$ cat src/rtl/ubr_defines.vh
// register map, field positions, reset values and state codes of the uart break/receiver
//
// How it works
// - status read then data write clears both
// - break armed after divisor+3 clocks while idle
// - break: start, thirteen-multiple lows, stops
// - break repeats while requested, then stop bits
// - break frames raise no transmit interrupt
// - eight or nine bit words, ninth kept
// - sixteen-times oversampling, three-sample majority vote
// - stop sampled, word pushed if room
// - received bits shifted least significant first
// - two-entry receive fifo plus shifter
// - overrun: flag, keep fifo, interrupt request
// - receive enable starts start-bit hunt
// - data-available flag, push raises interrupt request
// - status read then data read clears
// - break received as framing error, zeros
// - wait for high before next hunt
// - receiver idle low only inside frame
// - noise flag rises with data available
// - low stop position sets framing error
// - parity mismatch flagged only when enabled
// - framing error cleared by any reset
// - disable empties fifo, clears, sets idles
// - receiver expects one stop bit only
`ifndef UBR_DEFINES_VH
`define UBR_DEFINES_VH

// ***************
// register offsets
// ***************
`define UBR_ADDR_CTRL     4'h0
`define UBR_ADDR_STATUS   4'h4
`define UBR_ADDR_DATA     4'h8
`define UBR_ADDR_BAUD     4'hC

// ***************
// control fields
// ***************
`define UBR_C_SEN   0
`define UBR_C_REN   1
`define UBR_C_TEN   2
`define UBR_C_BRK   3
`define UBR_C_WLS   4
`define UBR_C_PEN   5
`define UBR_C_PODD  6
`define UBR_C_STOP2 7
`define UBR_C_RIE   8
`define UBR_C_TX9   9
`define UBR_CTRL_RST 10'h000
`define UBR_BAUD_RST 8'h00

// ***************
// status fields
// ***************
`define UBR_S_PERR  0
`define UBR_S_NF    1
`define UBR_S_FERR  2
`define UBR_S_OERR  3
`define UBR_S_RIDLE 4
`define UBR_S_RXAV  5
`define UBR_S_TIDLE 6
`define UBR_S_TXE   7
`define UBR_S_RX9   8

// ***************
// timing
// ***************
`define UBR_OVS_LAST  4'hF
`define UBR_VOTE_A    4'h7
`define UBR_VOTE_B    4'h8
`define UBR_VOTE_C    4'h9
`define UBR_BRK_BITS  4'hC

// ***************
// states
// ***************
`define UBR_T_IDLE  3'h0
`define UBR_T_START 3'h1
`define UBR_T_DATA  3'h2
`define UBR_T_STOP  3'h3
`define UBR_T_BRK   3'h4
`define UBR_R_HUNT  3'h0
`define UBR_R_START 3'h1
`define UBR_R_DATA  3'h2
`define UBR_R_STOP  3'h3
`define UBR_R_WAITH 3'h4

`endif

$ cat src/rtl/ubr_uart.v
// uart break transmitter and oversampling receiver with axi4-lite register access
`timescale 1ns/1ps
`include "ubr_defines.vh"

module ubr_uart (
    clk,
    rst_b,
    s_axi_awaddr,
    s_axi_awvalid,
    s_axi_awready,
    s_axi_wdata,
    s_axi_wstrb,
    s_axi_wvalid,
    s_axi_wready,
    s_axi_bresp,
    s_axi_bvalid,
    s_axi_bready,
    s_axi_araddr,
    s_axi_arvalid,
    s_axi_arready,
    s_axi_rdata,
    s_axi_rresp,
    s_axi_rvalid,
    s_axi_rready,
    serial_receive_line,
    serial_transmit_line,
    rx_irq
);
    input  wire        clk;
    input  wire        rst_b;
    input  wire [3:0]  s_axi_awaddr;
    input  wire        s_axi_awvalid;
    output wire        s_axi_awready;
    input  wire [31:0] s_axi_wdata;
    input  wire [3:0]  s_axi_wstrb;
    input  wire        s_axi_wvalid;
    output wire        s_axi_wready;
    output reg  [1:0]  s_axi_bresp;
    output reg         s_axi_bvalid;
    input  wire        s_axi_bready;
    input  wire [3:0]  s_axi_araddr;
    input  wire        s_axi_arvalid;
    output wire        s_axi_arready;
    output reg  [31:0] s_axi_rdata;
    output reg  [1:0]  s_axi_rresp;
    output reg         s_axi_rvalid;
    input  wire        s_axi_rready;
    input  wire        serial_receive_line;
    output reg         serial_transmit_line;
    output reg         rx_irq;

    // ***************
    // functions
    // ***************
    function parity_of;
        input [8:0] d;
        input       nine;
        input       odd;
        begin
            parity_of = (nine ? ^d[7:0] : ^d[6:0]) ^ odd;
        end
    endfunction

    function [3:0] word_bits;
        input nine;
        begin
            word_bits = nine ? 4'h9 : 4'h8;
        end
    endfunction

    // ***************
    // registers
    // ***************
    reg  [9:0]  ctrl_reg;
    reg  [7:0]  baud_divisor;
    reg  [7:0]  div_cnt_reg;
    reg         tick16;
    reg  [8:0]  tx_hold_reg;
    reg         tx_buffer_empty_flag;
    reg         tx_idle_flag;
    reg         tx_seen_reg;
    reg         rx_seen_reg;
    reg  [2:0]  tx_state_reg;
    reg  [3:0]  tx_sub_reg;
    reg  [3:0]  tx_bit_reg;
    reg  [8:0]  tx_shift_register;
    reg  [8:0]  brk_cnt_reg;
    reg         brk_armed_reg;
    reg         rx_meta_reg;
    reg         rx_sync_reg;
    reg  [2:0]  rx_state_reg;
    reg  [3:0]  rx_sub_reg;
    reg  [3:0]  rx_bit_reg;
    reg  [8:0]  rx_shift_register;
    reg  [1:0]  vote_reg;
    reg         frame_noise_reg;
    reg         rx_idle_flag;
    reg  [10:0] fifo_mem [0:1];
    reg         fifo_wp_reg;
    reg         fifo_rp_reg;
    reg  [1:0]  fifo_cnt_reg;
    reg         overrun_flag;
    reg         noise_flag;

    wire serial_enable_bit  = ctrl_reg[`UBR_C_SEN];
    wire rx_enable_bit      = ctrl_reg[`UBR_C_REN];
    wire tx_enable_bit      = ctrl_reg[`UBR_C_TEN];
    wire break_request_bit  = ctrl_reg[`UBR_C_BRK];
    wire word_length_select = ctrl_reg[`UBR_C_WLS];
    wire parity_enable_bit  = ctrl_reg[`UBR_C_PEN];
    wire parity_type_select = ctrl_reg[`UBR_C_PODD];
    wire rx_interrupt_enable = ctrl_reg[`UBR_C_RIE];
    wire rx_data_available_flag = (fifo_cnt_reg != 2'h0);
    wire [10:0] fifo_head   = fifo_mem[fifo_rp_reg];

    // ***************
    // axi4-lite slave
    // ***************
    wire wr_go = s_axi_awvalid & s_axi_wvalid & ~s_axi_bvalid;
    wire rd_go = s_axi_arvalid & ~s_axi_rvalid;
    assign s_axi_awready = wr_go;
    assign s_axi_wready  = wr_go;
    assign s_axi_arready = ~s_axi_rvalid;

    wire wr_ctrl   = wr_go & (s_axi_awaddr == `UBR_ADDR_CTRL);
    wire wr_baud   = wr_go & (s_axi_awaddr == `UBR_ADDR_BAUD) & s_axi_wstrb[0];
    wire wr_data   = wr_go & (s_axi_awaddr == `UBR_ADDR_DATA) & (s_axi_wstrb[1:0] == 2'h3);
    wire wr_ok     = (s_axi_awaddr == `UBR_ADDR_CTRL) | (s_axi_awaddr == `UBR_ADDR_BAUD) |
                     (s_axi_awaddr == `UBR_ADDR_DATA) | (s_axi_awaddr == `UBR_ADDR_STATUS);
    wire rd_status = rd_go & (s_axi_araddr == `UBR_ADDR_STATUS);
    wire rd_data   = rd_go & (s_axi_araddr == `UBR_ADDR_DATA);
    // writes while the buffer is full are dropped, never corrupting a pending word
    wire tx_accept = wr_data & tx_seen_reg & tx_buffer_empty_flag;
    wire rx_pop    = rd_data & rx_seen_reg & rx_data_available_flag;

    reg [9:0]  ctrl_wr;
    reg [31:0] rd_mux;
    always @* begin
        ctrl_wr = ctrl_reg;
        if (s_axi_wstrb[0])
            ctrl_wr[7:0] = s_axi_wdata[7:0];
        if (s_axi_wstrb[1])
            ctrl_wr[9:8] = s_axi_wdata[9:8];
        if (!ctrl_wr[`UBR_C_SEN]) begin
            ctrl_wr[`UBR_C_REN] = 1'b0;
            ctrl_wr[`UBR_C_TEN] = 1'b0;
            ctrl_wr[`UBR_C_BRK] = 1'b0;
        end
        rd_mux = 32'h0000_0000;
        case (s_axi_araddr)
            `UBR_ADDR_CTRL:   rd_mux[9:0] = ctrl_reg;
            `UBR_ADDR_BAUD:   rd_mux[7:0] = baud_divisor;
            `UBR_ADDR_DATA:   rd_mux[8:0] = fifo_head[8:0];
            `UBR_ADDR_STATUS: begin
                rd_mux[`UBR_S_PERR]  = rx_data_available_flag & fifo_head[10];
                rd_mux[`UBR_S_NF]    = noise_flag;
                rd_mux[`UBR_S_FERR]  = rx_data_available_flag & fifo_head[9];
                rd_mux[`UBR_S_OERR]  = overrun_flag;
                rd_mux[`UBR_S_RIDLE] = rx_idle_flag;
                rd_mux[`UBR_S_RXAV]  = rx_data_available_flag;
                rd_mux[`UBR_S_TIDLE] = tx_idle_flag;
                rd_mux[`UBR_S_TXE]   = tx_buffer_empty_flag;
                rd_mux[`UBR_S_RX9]   = rx_data_available_flag & fifo_head[8];
            end
            default: rd_mux = 32'h0000_0000;
        endcase
    end

    always @(posedge clk or negedge rst_b) begin
        if (!rst_b) begin
            s_axi_bvalid <= 1'b0;
            s_axi_bresp  <= 2'h0;
            s_axi_rvalid <= 1'b0;
            s_axi_rresp  <= 2'h0;
            s_axi_rdata  <= 32'h0000_0000;
            ctrl_reg     <= `UBR_CTRL_RST;
            baud_divisor <= `UBR_BAUD_RST;
            tx_seen_reg  <= 1'b0;
            rx_seen_reg  <= 1'b0;
        end else begin
            if (wr_go) begin
                s_axi_bvalid <= 1'b1;
                s_axi_bresp  <= wr_ok ? 2'h0 : 2'h2;
            end else if (s_axi_bready)
                s_axi_bvalid <= 1'b0;
            if (rd_go) begin
                s_axi_rvalid <= 1'b1;
                s_axi_rdata  <= rd_mux;
                s_axi_rresp  <= (s_axi_araddr[1:0] == 2'h0) ? 2'h0 : 2'h2;
            end else if (s_axi_rready)
                s_axi_rvalid <= 1'b0;
            if (wr_ctrl)
                ctrl_reg <= ctrl_wr;
            if (wr_baud)
                baud_divisor <= s_axi_wdata[7:0];
            // a status read arms the clearing read or write that follows it
            if (rd_status)
                tx_seen_reg <= 1'b1;
            else if (wr_data)
                tx_seen_reg <= 1'b0;
            if (rd_status)
                rx_seen_reg <= 1'b1;
            else if (rd_data)
                rx_seen_reg <= 1'b0;
        end
    end

    // ***************
    // baud divider
    // ***************
    always @(posedge clk or negedge rst_b) begin
        if (!rst_b) begin
            div_cnt_reg <= 8'h00;
            tick16      <= 1'b0;
        end else if (!serial_enable_bit) begin
            div_cnt_reg <= 8'h00;
            tick16      <= 1'b0;
        end else if (div_cnt_reg == baud_divisor) begin
            div_cnt_reg <= 8'h00;
            tick16      <= 1'b1;
        end else begin
            div_cnt_reg <= div_cnt_reg + 8'h01;
            tick16      <= 1'b0;
        end
    end

    // ***************
    // transmitter
    // ***************
    wire tx_bit_end = tick16 & (tx_sub_reg == `UBR_OVS_LAST);
    wire [8:0] tx_load = parity_enable_bit ?
        (word_length_select ? {parity_of(tx_hold_reg, 1'b1, parity_type_select), tx_hold_reg[7:0]}
                            : {1'b0, parity_of(tx_hold_reg, 1'b0, parity_type_select),
                               tx_hold_reg[6:0]}) : tx_hold_reg;
    always @(posedge clk or negedge rst_b) begin
        if (!rst_b) begin
            tx_state_reg         <= `UBR_T_IDLE;
            tx_sub_reg           <= 4'h0;
            tx_bit_reg           <= 4'h0;
            tx_shift_register    <= 9'h000;
            tx_hold_reg          <= 9'h000;
            tx_buffer_empty_flag <= 1'b1;
            tx_idle_flag         <= 1'b1;
            brk_cnt_reg          <= 9'h000;
            brk_armed_reg        <= 1'b0;
            serial_transmit_line <= 1'b1;
        end else if (!serial_enable_bit || !tx_enable_bit) begin
            tx_state_reg         <= `UBR_T_IDLE;
            tx_sub_reg           <= 4'h0;
            tx_bit_reg           <= 4'h0;
            serial_transmit_line <= 1'b1;
            brk_cnt_reg          <= 9'h000;
            brk_armed_reg        <= 1'b0;
            if (!serial_enable_bit) begin
                tx_buffer_empty_flag <= 1'b1;
                tx_idle_flag         <= 1'b1;
            end else if (tx_accept) begin
                tx_hold_reg          <= {ctrl_reg[`UBR_C_TX9], s_axi_wdata[7:0]};
                tx_buffer_empty_flag <= 1'b0;
                tx_idle_flag         <= 1'b0;
            end
        end else begin
            if (tx_accept) begin
                tx_hold_reg          <= {ctrl_reg[`UBR_C_TX9], s_axi_wdata[7:0]};
                tx_buffer_empty_flag <= 1'b0;
                tx_idle_flag         <= 1'b0;
            end
            // break must be held past one divider period while idle before it arms
            if (!break_request_bit) begin
                brk_cnt_reg   <= 9'h000;
                brk_armed_reg <= 1'b0;
            end else if (tx_idle_flag && !brk_armed_reg) begin
                if (brk_cnt_reg > {1'b0, baud_divisor} + 9'h001)
                    brk_armed_reg <= 1'b1;
                else
                    brk_cnt_reg <= brk_cnt_reg + 9'h001;
            end
            if (tick16 && tx_state_reg != `UBR_T_IDLE)
                tx_sub_reg <= tx_sub_reg + 4'h1;
            case (tx_state_reg)
                `UBR_T_IDLE: begin
                    tx_sub_reg <= 4'h0;
                    tx_bit_reg <= 4'h0;
                    if (brk_armed_reg) begin
                        tx_state_reg         <= `UBR_T_BRK;
                        tx_bit_reg           <= 4'hF;
                        tx_idle_flag         <= 1'b0;
                        serial_transmit_line <= 1'b0;
                    end else if (!tx_buffer_empty_flag && !tx_accept) begin
                        tx_shift_register    <= tx_load;
                        tx_buffer_empty_flag <= 1'b1;
                        tx_idle_flag         <= 1'b0;
                        tx_state_reg         <= `UBR_T_START;
                        serial_transmit_line <= 1'b0;
                    end
                end
                `UBR_T_START: if (tx_bit_end) begin
                    tx_state_reg         <= `UBR_T_DATA;
                    serial_transmit_line <= tx_shift_register[0];
                end
                `UBR_T_DATA: if (tx_bit_end) begin
                    tx_shift_register <= {1'b0, tx_shift_register[8:1]};
                    if (tx_bit_reg == word_bits(word_length_select) - 4'h1) begin
                        tx_bit_reg           <= 4'h0;
                        tx_state_reg         <= `UBR_T_STOP;
                        serial_transmit_line <= 1'b1;
                    end else begin
                        tx_bit_reg           <= tx_bit_reg + 4'h1;
                        serial_transmit_line <= tx_shift_register[1];
                    end
                end
                // count from -1: start bit, then thirteen lows
                `UBR_T_BRK: if (tx_bit_end) begin
                    if (tx_bit_reg == `UBR_BRK_BITS) begin
                        tx_bit_reg <= 4'h0;
                        if (!break_request_bit) begin
                            tx_state_reg         <= `UBR_T_STOP;
                            serial_transmit_line <= 1'b1;
                        end
                    end else
                        tx_bit_reg <= tx_bit_reg + 4'h1;
                end
                `UBR_T_STOP: if (tx_bit_end) begin
                    if (ctrl_reg[`UBR_C_STOP2] && tx_bit_reg == 4'h0)
                        tx_bit_reg <= 4'h1;
                    else begin
                        tx_state_reg  <= `UBR_T_IDLE;
                        tx_idle_flag  <= 1'b1;
                        brk_armed_reg <= 1'b0;
                        brk_cnt_reg   <= 9'h000;
                    end
                end
                default: tx_state_reg <= `UBR_T_IDLE;
            endcase
        end
    end

    // ***************
    // receiver
    // ***************
    wire [3:0] rx_nb  = word_bits(word_length_select);
    wire       sample = tick16 & (rx_sub_reg == `UBR_VOTE_C);
    // majority of samples at ticks seven, eight and nine around the bit centre
    wire       voted  = (vote_reg[0] & vote_reg[1]) | (vote_reg[0] & rx_sync_reg) |
                        (vote_reg[1] & rx_sync_reg);
    wire       vote_noisy = ~((vote_reg[0] == vote_reg[1]) & (vote_reg[1] == rx_sync_reg));
    wire       rx_bad_par = parity_enable_bit &
                            (rx_shift_register[rx_nb - 4'h1] !=
                             parity_of(rx_shift_register, word_length_select, parity_type_select));
    wire       frame_done = (rx_state_reg == `UBR_R_STOP) & sample;
    wire       fifo_full  = (fifo_cnt_reg == 2'h2);
    wire       push       = frame_done & ~fifo_full;
    wire       overrun    = frame_done & fifo_full;

    always @(posedge clk or negedge rst_b) begin
        if (!rst_b) begin
            rx_meta_reg <= 1'b1;
            rx_sync_reg <= 1'b1;
        end else begin
            rx_meta_reg <= serial_receive_line;
            rx_sync_reg <= rx_meta_reg;
        end
    end

    always @(posedge clk or negedge rst_b) begin
        if (!rst_b) begin
            rx_state_reg      <= `UBR_R_HUNT;
            rx_sub_reg        <= 4'h0;
            rx_bit_reg        <= 4'h0;
            rx_shift_register <= 9'h000;
            vote_reg          <= 2'h3;
            frame_noise_reg   <= 1'b0;
            rx_idle_flag      <= 1'b1;
        end else if (!serial_enable_bit || !rx_enable_bit) begin
            rx_state_reg <= `UBR_R_HUNT;
            rx_sub_reg   <= 4'h0;
            rx_idle_flag <= 1'b1;
        end else begin
            if (tick16) begin
                rx_sub_reg <= rx_sub_reg + 4'h1;
                if (rx_sub_reg == `UBR_VOTE_A)
                    vote_reg[0] <= rx_sync_reg;
                if (rx_sub_reg == `UBR_VOTE_B)
                    vote_reg[1] <= rx_sync_reg;
            end
            case (rx_state_reg)
                `UBR_R_HUNT: begin
                    rx_sub_reg <= 4'h0;
                    if (!rx_sync_reg) begin
                        rx_state_reg    <= `UBR_R_START;
                        rx_idle_flag    <= 1'b0;
                        frame_noise_reg <= 1'b0;
                        rx_bit_reg      <= 4'h0;
                    end
                end
                `UBR_R_START: if (sample) begin
                    if (voted) begin
                        rx_state_reg <= `UBR_R_HUNT;
                        rx_idle_flag <= 1'b1;
                    end else begin
                        rx_state_reg      <= `UBR_R_DATA;
                        rx_shift_register <= 9'h000;
                        frame_noise_reg   <= vote_noisy;
                    end
                end
                `UBR_R_DATA: if (sample) begin
                    rx_shift_register[rx_bit_reg] <= voted;
                    frame_noise_reg <= frame_noise_reg | vote_noisy;
                    if (rx_bit_reg == rx_nb - 4'h1)
                        rx_state_reg <= `UBR_R_STOP;
                    else
                        rx_bit_reg <= rx_bit_reg + 4'h1;
                end
                // a single stop position is checked whatever the transmit setting
                `UBR_R_STOP: if (sample) begin
                    rx_idle_flag <= 1'b1;
                    rx_state_reg <= voted ? `UBR_R_HUNT : `UBR_R_WAITH;
                end
                // a held break must not be taken for the next start bit
                `UBR_R_WAITH: if (rx_sync_reg)
                    rx_state_reg <= `UBR_R_HUNT;
                default: rx_state_reg <= `UBR_R_HUNT;
            endcase
        end
    end

    // ***************
    // receive fifo and flags
    // ***************
    integer i;
    always @(posedge clk or negedge rst_b) begin
        if (!rst_b) begin
            for (i = 0; i < 2; i = i + 1)
                fifo_mem[i] <= 11'h000;
            fifo_wp_reg  <= 1'b0;
            fifo_rp_reg  <= 1'b0;
            fifo_cnt_reg <= 2'h0;
            overrun_flag <= 1'b0;
            noise_flag   <= 1'b0;
            rx_irq       <= 1'b0;
        end else if (!serial_enable_bit) begin
            fifo_wp_reg  <= 1'b0;
            fifo_rp_reg  <= 1'b0;
            fifo_cnt_reg <= 2'h0;
            overrun_flag <= 1'b0;
            noise_flag   <= 1'b0;
            rx_irq       <= 1'b0;
        end else begin
            if (push) begin
                // a break lands here as all zeros with framing error set
                fifo_mem[fifo_wp_reg] <= {rx_bad_par, ~voted, rx_shift_register};
                fifo_wp_reg <= ~fifo_wp_reg;
            end
            if (rx_pop)
                fifo_rp_reg <= ~fifo_rp_reg;
            if (push && !rx_pop)
                fifo_cnt_reg <= fifo_cnt_reg + 2'h1;
            else if (rx_pop && !push)
                fifo_cnt_reg <= fifo_cnt_reg - 2'h1;
            // a new event in the clearing cycle wins over the clear
            if (overrun)
                overrun_flag <= 1'b1;
            else if (rx_pop)
                overrun_flag <= 1'b0;
            if (push && (frame_noise_reg || vote_noisy))
                noise_flag <= 1'b1;
            else if (rx_pop)
                noise_flag <= 1'b0;
            rx_irq <= rx_interrupt_enable & (push | overrun);
        end
    end

endmodule // ubr_uart

$ cat config.mk
export PLATFORM = sky130hd
export DESIGN_NAME = ubr_uart
export DESIGN_NICKNAME = d
export VERILOG_FILES = /design/src/rtl/ubr_uart.v
export VERILOG_INCLUDE_DIRS = /design/src /design/src/rtl
export SDC_FILE = /design/constraint.sdc
export NUM_CORES = 1
export LEC_CHECK = 0
export BUFFER_PORTS_ARGS = -buffer_cell sky130_fd_sc_hd__buf_4
export CAP_MARGIN = 20
export CORE_ASPECT_RATIO = 2
export CORE_MARGIN = 2
export CORE_UTILIZATION = 59
export CTS_CLUSTER_SIZE = 8
export DETAILED_ROUTE_END_ITERATION = 16
export GPL_ROUTABILITY_DRIVEN = 0
export HOLD_SLACK_MARGIN = 0.15
export PLACE_DENSITY = 0.78
export SLEW_MARGIN = 20
export SYNTH_ARGS = -nofsm -noshare
export SYNTH_HDL_FRONTEND = slang
export SYNTH_SLANG_ARGS = --single-unit
export TNS_END_PERCENT = 30
$ cat constraint.sdc
create_clock -name clk -period 3.65 [get_ports clk]
set_input_delay 0.73 -clock clk [delete_from_list [all_inputs] [get_ports clk]]
set_output_delay 0.73 -clock clk [all_outputs]
set_load 0.02 [all_outputs]
======== Word-level counts from Yosys, hierarchy flattened ========
Index checks and enable logic that the tools add are counted.
word-level totals
  memory bits (writable) .................. 0
  ROM bits ................................ 0
  output and inout bits ................... 43
  flip-flop bits (word level) ............. 142
  word-level logic and storage cells ...... 374
  input port bits ......................... 52
  memories kept ........................... 0
  bits in latches ......................... 0
operators by class
  multiply operators ...................... 0
  reduce and logical (&&, ||, !) cells .... 60
  bitwise operators ....................... 49
  eq/ne operators ......................... 59
  shifts and indexed selects .............. 0
  $lt $le $gt $ge ......................... 7
  mux-type cells .......................... 147
  divide/modulo/power cells ............... 0
  add/sub/neg operators ................... 10
operators by type and width
  operator             number
  $mux 9               18
  $mux 4               18
  $mux 1               62
  $mux 3               20
  $ne 3x3->1 const B   15
  $mux 11              4
  $pmux 9 s2           2
  $eq 4x4->1 const B   8
  $pmux 8 s4           1
  $pmux 3 s5           2
  $and 1x1->1          28
  $reduce_and 5->1     5
  $bwmux 22            1
  $ne 2x2->1 const B   10
  $add 4x1->4 const B  4
  $mux 8               2
  $pmux 4 s4           1
  $reduce_bool 2->1    8
  $reduce_xor 8->1     2
  $reduce_xor 7->1     2
  $eq 3x2->1 const B   4
  $eq 4x3->1 const B   3
  $logic_not 4->1      3
  $mux 2               6
  47 further kinds     103

======== Longest topological paths before layout ========
  depth after elaboration ................. 12
  gate-level depth with buffers ........... 12
  gate-level depth less buffers ........... 11

======== Least setup slack after synthesis ========
Ideal clock, no wire load.
  kind .................................... register -> register
  start point ............................. register baud_divisor[0]
  end point ............................... register brk_cnt_reg[8]
  slack ................................... 1.109 ns
  clock period less this slack ............ 2.541 ns
  arrival ................................. 2.458 ns
  buffers on the path ..................... 0
  stages on the path, launching flop included .. 12
  cell sequence ........................... dfrtp_1 -> ha_1 -> nand3_1 -> nor2_1 -> xnor2_1 -> ha_1 -> a211oi_1 -> nand2_1 -> o221ai_1 -> a221oi_2 -> or4_1 -> a21oi_1
on the way
  word-level cells in the longest chain between the ends .. 9
ends and longest elaborated chain
  what                      line            source
  start: declaration        ubr_uart.v:75   reg [7:0] baud_divisor;
  start signal: assignment  ubr_uart.v:177  baud_divisor <= `UBR_BAUD_RST;
  start signal: assignment  ubr_uart.v:195  baud_divisor <= s_axi_wdata[7:0];
  $add 8x1->9 *             ubr_uart.v:273  if (brk_cnt_reg > {1'b0, baud_divisor} + 9'h001)
  $gt 9x9->1 *              ubr_uart.v:273
  $mux 9 *                  ubr_uart.v:273
  $mux 9 *                  ubr_uart.v:272  end else if (tx_idle_flag && !brk_armed_reg) begin
  $mux 9 *                  ubr_uart.v:269  if (!break_request_bit) begin
  $mux 9                    ubr_uart.v:324  if (ctrl_reg[`UBR_C_STOP2] && tx_bit_reg == 4'h0)
  $mux 9                    ubr_uart.v:323  `UBR_T_STOP: if (tx_bit_end) begin
  $mux 9 *                  ubr_uart.v:280  case (tx_state_reg)
  $mux 9 *                  ubr_uart.v:247  end else if (!serial_enable_bit || !tx_enable_bit) begin
  end signal: assignment    ubr_uart.v:276  brk_cnt_reg <= brk_cnt_reg + 9'h001;
  end: declaration          ubr_uart.v:87   reg [8:0] brk_cnt_reg;
Every way passes the cells marked *; elsewhere a longest branch is shown, timed or not.
A chain may end at the register's enable or synchronous reset.

======== Worst setup path in the final report ========
Ends and elaborated chain as after synthesis.

==> reports/metrics.cfg <==
[timing]
min_period_over_period_pct = 79.9
rsz0062_at_grt = false
setup_viol = 0
relSlewSlack_pct = 40.2
worst_pin_slew_ns = 0.886
finalCriticalPeriod_ns = 2.92
fin_skew_ns = 0.00766
setup_tns_ns = 0
hold_viol_final = 0
max_freq_mhz = 343
finalMaxSlewViolations = 0

[critical_path]
cp-start-kind = flop
startpoint = baud_divisor[0]
critPathRequiredTime_ns = 3.98
path_class = flop to flop
cp-end-kind = flop
regToRegSetupSlack_ns = 0.73
critical_path.max_fanout = 19
arrival_ns = 3.25
r2r-start = baud_divisor[0]

[floorplanning]
core-area_mm2 = 0.0128
die_area_mm2 = 0.0140
fp.dieW_um = 84.6
die_height_um = 165
rows = 59
io_pins = 95
initial_core_util_pct = 59.7

[drt]
drt_wl_total_um = 17000
firstDrtPassIters = 5
vias = 5831
final_antenna_net_count = 0
drc = 0
wl_per_cell_um = 17.6
drtIter0Drc = 450
via_per_inst = 6.07

[power]
ir_worst_vdd_v = 0.000378
pwr_density_cell_mw_per_mm2 = 441
p_leak_nw = 3.98

[synthesis]
synth-xor-area-share_pct = 5.25
yosysWarnings = 0
ys_seq_area_share_pct = 45.8
synth_edf_count = 0
synth_simple_gate_area_share_pct = 14.8
syn_area_mm2 = 0.00767
synth_compound_area_share_pct = 13.5
synth_top_family_by_area = simple AND/OR/NAND/NOR gates
yosys_register_bits = 140
syn_area_per_cell_um2 = 10.2
synthMuxAreaShare_pct = 11.1
syn_inst = 754
synthTopCellsByArea = dfrtp_1 43%, mux2_2 5.0%, ha_1 3.9%, nor2_1 3.2%, nand2_1 2.9%
async_reset_ff_share_pct = 100
synth_top_area_cell = dfrtp_1
synth_top_area_share_pct = 43.0
ys_types = 66
ys_dominant_reg_cell = dfrtp_1
synth-adder-area-share_pct = 3.91

[placement]
io_buffers = 46
dp.cells = 929
dp_hpwl_um = 11900

[clocking]
cts_made_buffers = 17
cts_resized = 0
tritoncts = built
clock_path_buffers = 2
post-cts-setup-buffers = 0
clkSinkCount = 140
insertion_delay_ns = 0.42
cts-root-buf = clkbuf_16
cts_max_level = 4
hold_buffers = 0
clkSlewWorstSetupHoldPaths_ns = 0.06

[layout]
syn2layout_area_growth_pct = 13.1
nNetsFinal = 872
num-fill-cells = 946
largest_register_ffs = 22
finalNonFillerCells = 961
final_util_pct = 67.6
n_antenna_cell = 0
drive_above_1_share_pct = 17.3

[global_routing]
track_usage_pct = 25.7
first_global_vias = 5749
grt_max_degree = 79
antenna_found_initial = 0
grt-ovfl-total = 0
grt_first_pass_wirelength_um = 28700

[worst_hold_path]
hold_class = input port to async pin

[run_status]
outcome = finished clean

[run]
drv_cap = 0

synthesized netlist by cell type (8+ instances only):
master	number
buf_2	12
xnor2_1	25
buf_4	26
nand3_1	20
nor3_1	13
mux2_1	15
nand2b_1	9
a21oi_1	40
o21ai_0	38
a22o_1	16
o21ai_1	13
xor2_1	21
clkbuf_1	11
nand4_1	13
nor2_1	65
ha_1	24
nand2_1	60
mux2_2	34
dfrtp_1	132
mux2i_1	19
inv_1	30
dfstp_2	8
worst max-delay path: stages, from the launching register on:
cell and delay, ns:
dfrtp_1 0.47, ha_1 0.23, nand3_1 0.12, nor2_1 0.19, xnor2_1 0.14, ha_1 0.27
a211oi_1 0.22, nand2_1 0.08, o221ai_1 0.20, a221oi_2 0.08, buf_4 0.20, or4_1 0.47
a21oi_1 0.16
layer usage:
metal / share of wire (%) / vias up / track usage, % / wire (µm)
met5: 0 / - / 0 / 0
met2: 49 / 185 / 40.9 / 8350
met4: 2.6 / 0 / 10.0 / 443
li1: - / 2749 / - / -
met3: 5.7 / 35 / 6.41 / 971
met1: 42 / 2862 / 34.0 / 7200
through the flow:
step           cell area, µm²  hold slack (ns)  total power [mW]  setup WS [ns]
2_1_floorplan            7760            0.345              1.88           1.11
5_1_grt                  8680            0.328              3.95          0.484
3_5_place_dp             8050            0.349              2.00          0.758
4_1_cts                  8680            0.313              3.85          0.747
3_3_place_gp             8050            0.348              1.99          0.799
6_report                 8680            0.292              3.83          0.734
cell type report:
type	instances	area, µm²	area share (%)
multi-input cells	552	3810	43.9
clock inverters	10	161	1.86
well taps	152	190	2.19
inverters	34	128	1.47
repair buffers	51	399	4.60
clock buffers	22	474	5.46
flip-flops and latches	140	3510	40.5
placed cells by master (no fill, tap or decap), types with 8 or more instances in the layout:
| cell type | netlist | routed |
|---|---|---|
| dfrtp_1 | 132 | 132 |
| nor2_1 | 65 | 65 |
| nand2_1 | 60 | 60 |
| buf_4 | 26 | 49 |
| a21oi_1 | 40 | 40 |
| o21ai_0 | 38 | 38 |
| mux2_2 | 34 | 34 |
| inv_1 | 30 | 30 |
| xnor2_1 | 25 | 25 |
| ha_1 | 24 | 24 |
| conb_1 | 1 | 24 |
| xor2_1 | 21 | 21 |
| nand3_1 | 20 | 20 |
| mux2i_1 | 19 | 19 |
| clkbuf_16 | 0 | 17 |
| a22o_1 | 16 | 16 |
| mux2_1 | 15 | 15 |
| nand4_1 | 13 | 13 |
| nor3_1 | 13 | 13 |
| o21ai_1 | 13 | 13 |
| nand2b_1 | 9 | 9 |
| dfstp_2 | 8 | 8 |
path summary, 6_finish.rpt:
path,endpoint,cells past startpoint
max,brk_cnt_reg[8],12
max reg2reg,brk_cnt_reg[8],12
max in group asynchronous,tx_buffer_empty_flag,2
min,rx_state_reg[1],1
min reg2reg,rx_sync_reg,0
min in group clk,rx_sync_reg,0
power by group:
group / internal, mW / switching (mW) / total, mW / leakage [nW]
clock network: 1.20 / 0.658 / 1.86 / 0.303
registers: 1.59 / 0.0695 / 1.66 / 1.90
logic: 0.128 / 0.183 / 0.311 / 1.77
kinds of logic (layout without fill, tap and decap cells):
| kind of cell | after synthesis | in the layout |
|---|---|---|
| adder cells (fa/ha/maj) | 24 | 24 |
| XOR/XNOR | 46 | 46 |
| other | 1 | 24 |
| AO/OA/AOI/OAI | 159 | 159 |
| buffers and inverters | 85 | 117 |
| multiplexers | 73 | 73 |
| AND/OR/NAND/NOR | 226 | 226 |
| flip-flops | 140 | 140 |
Power figures use the tool's default switching activity.
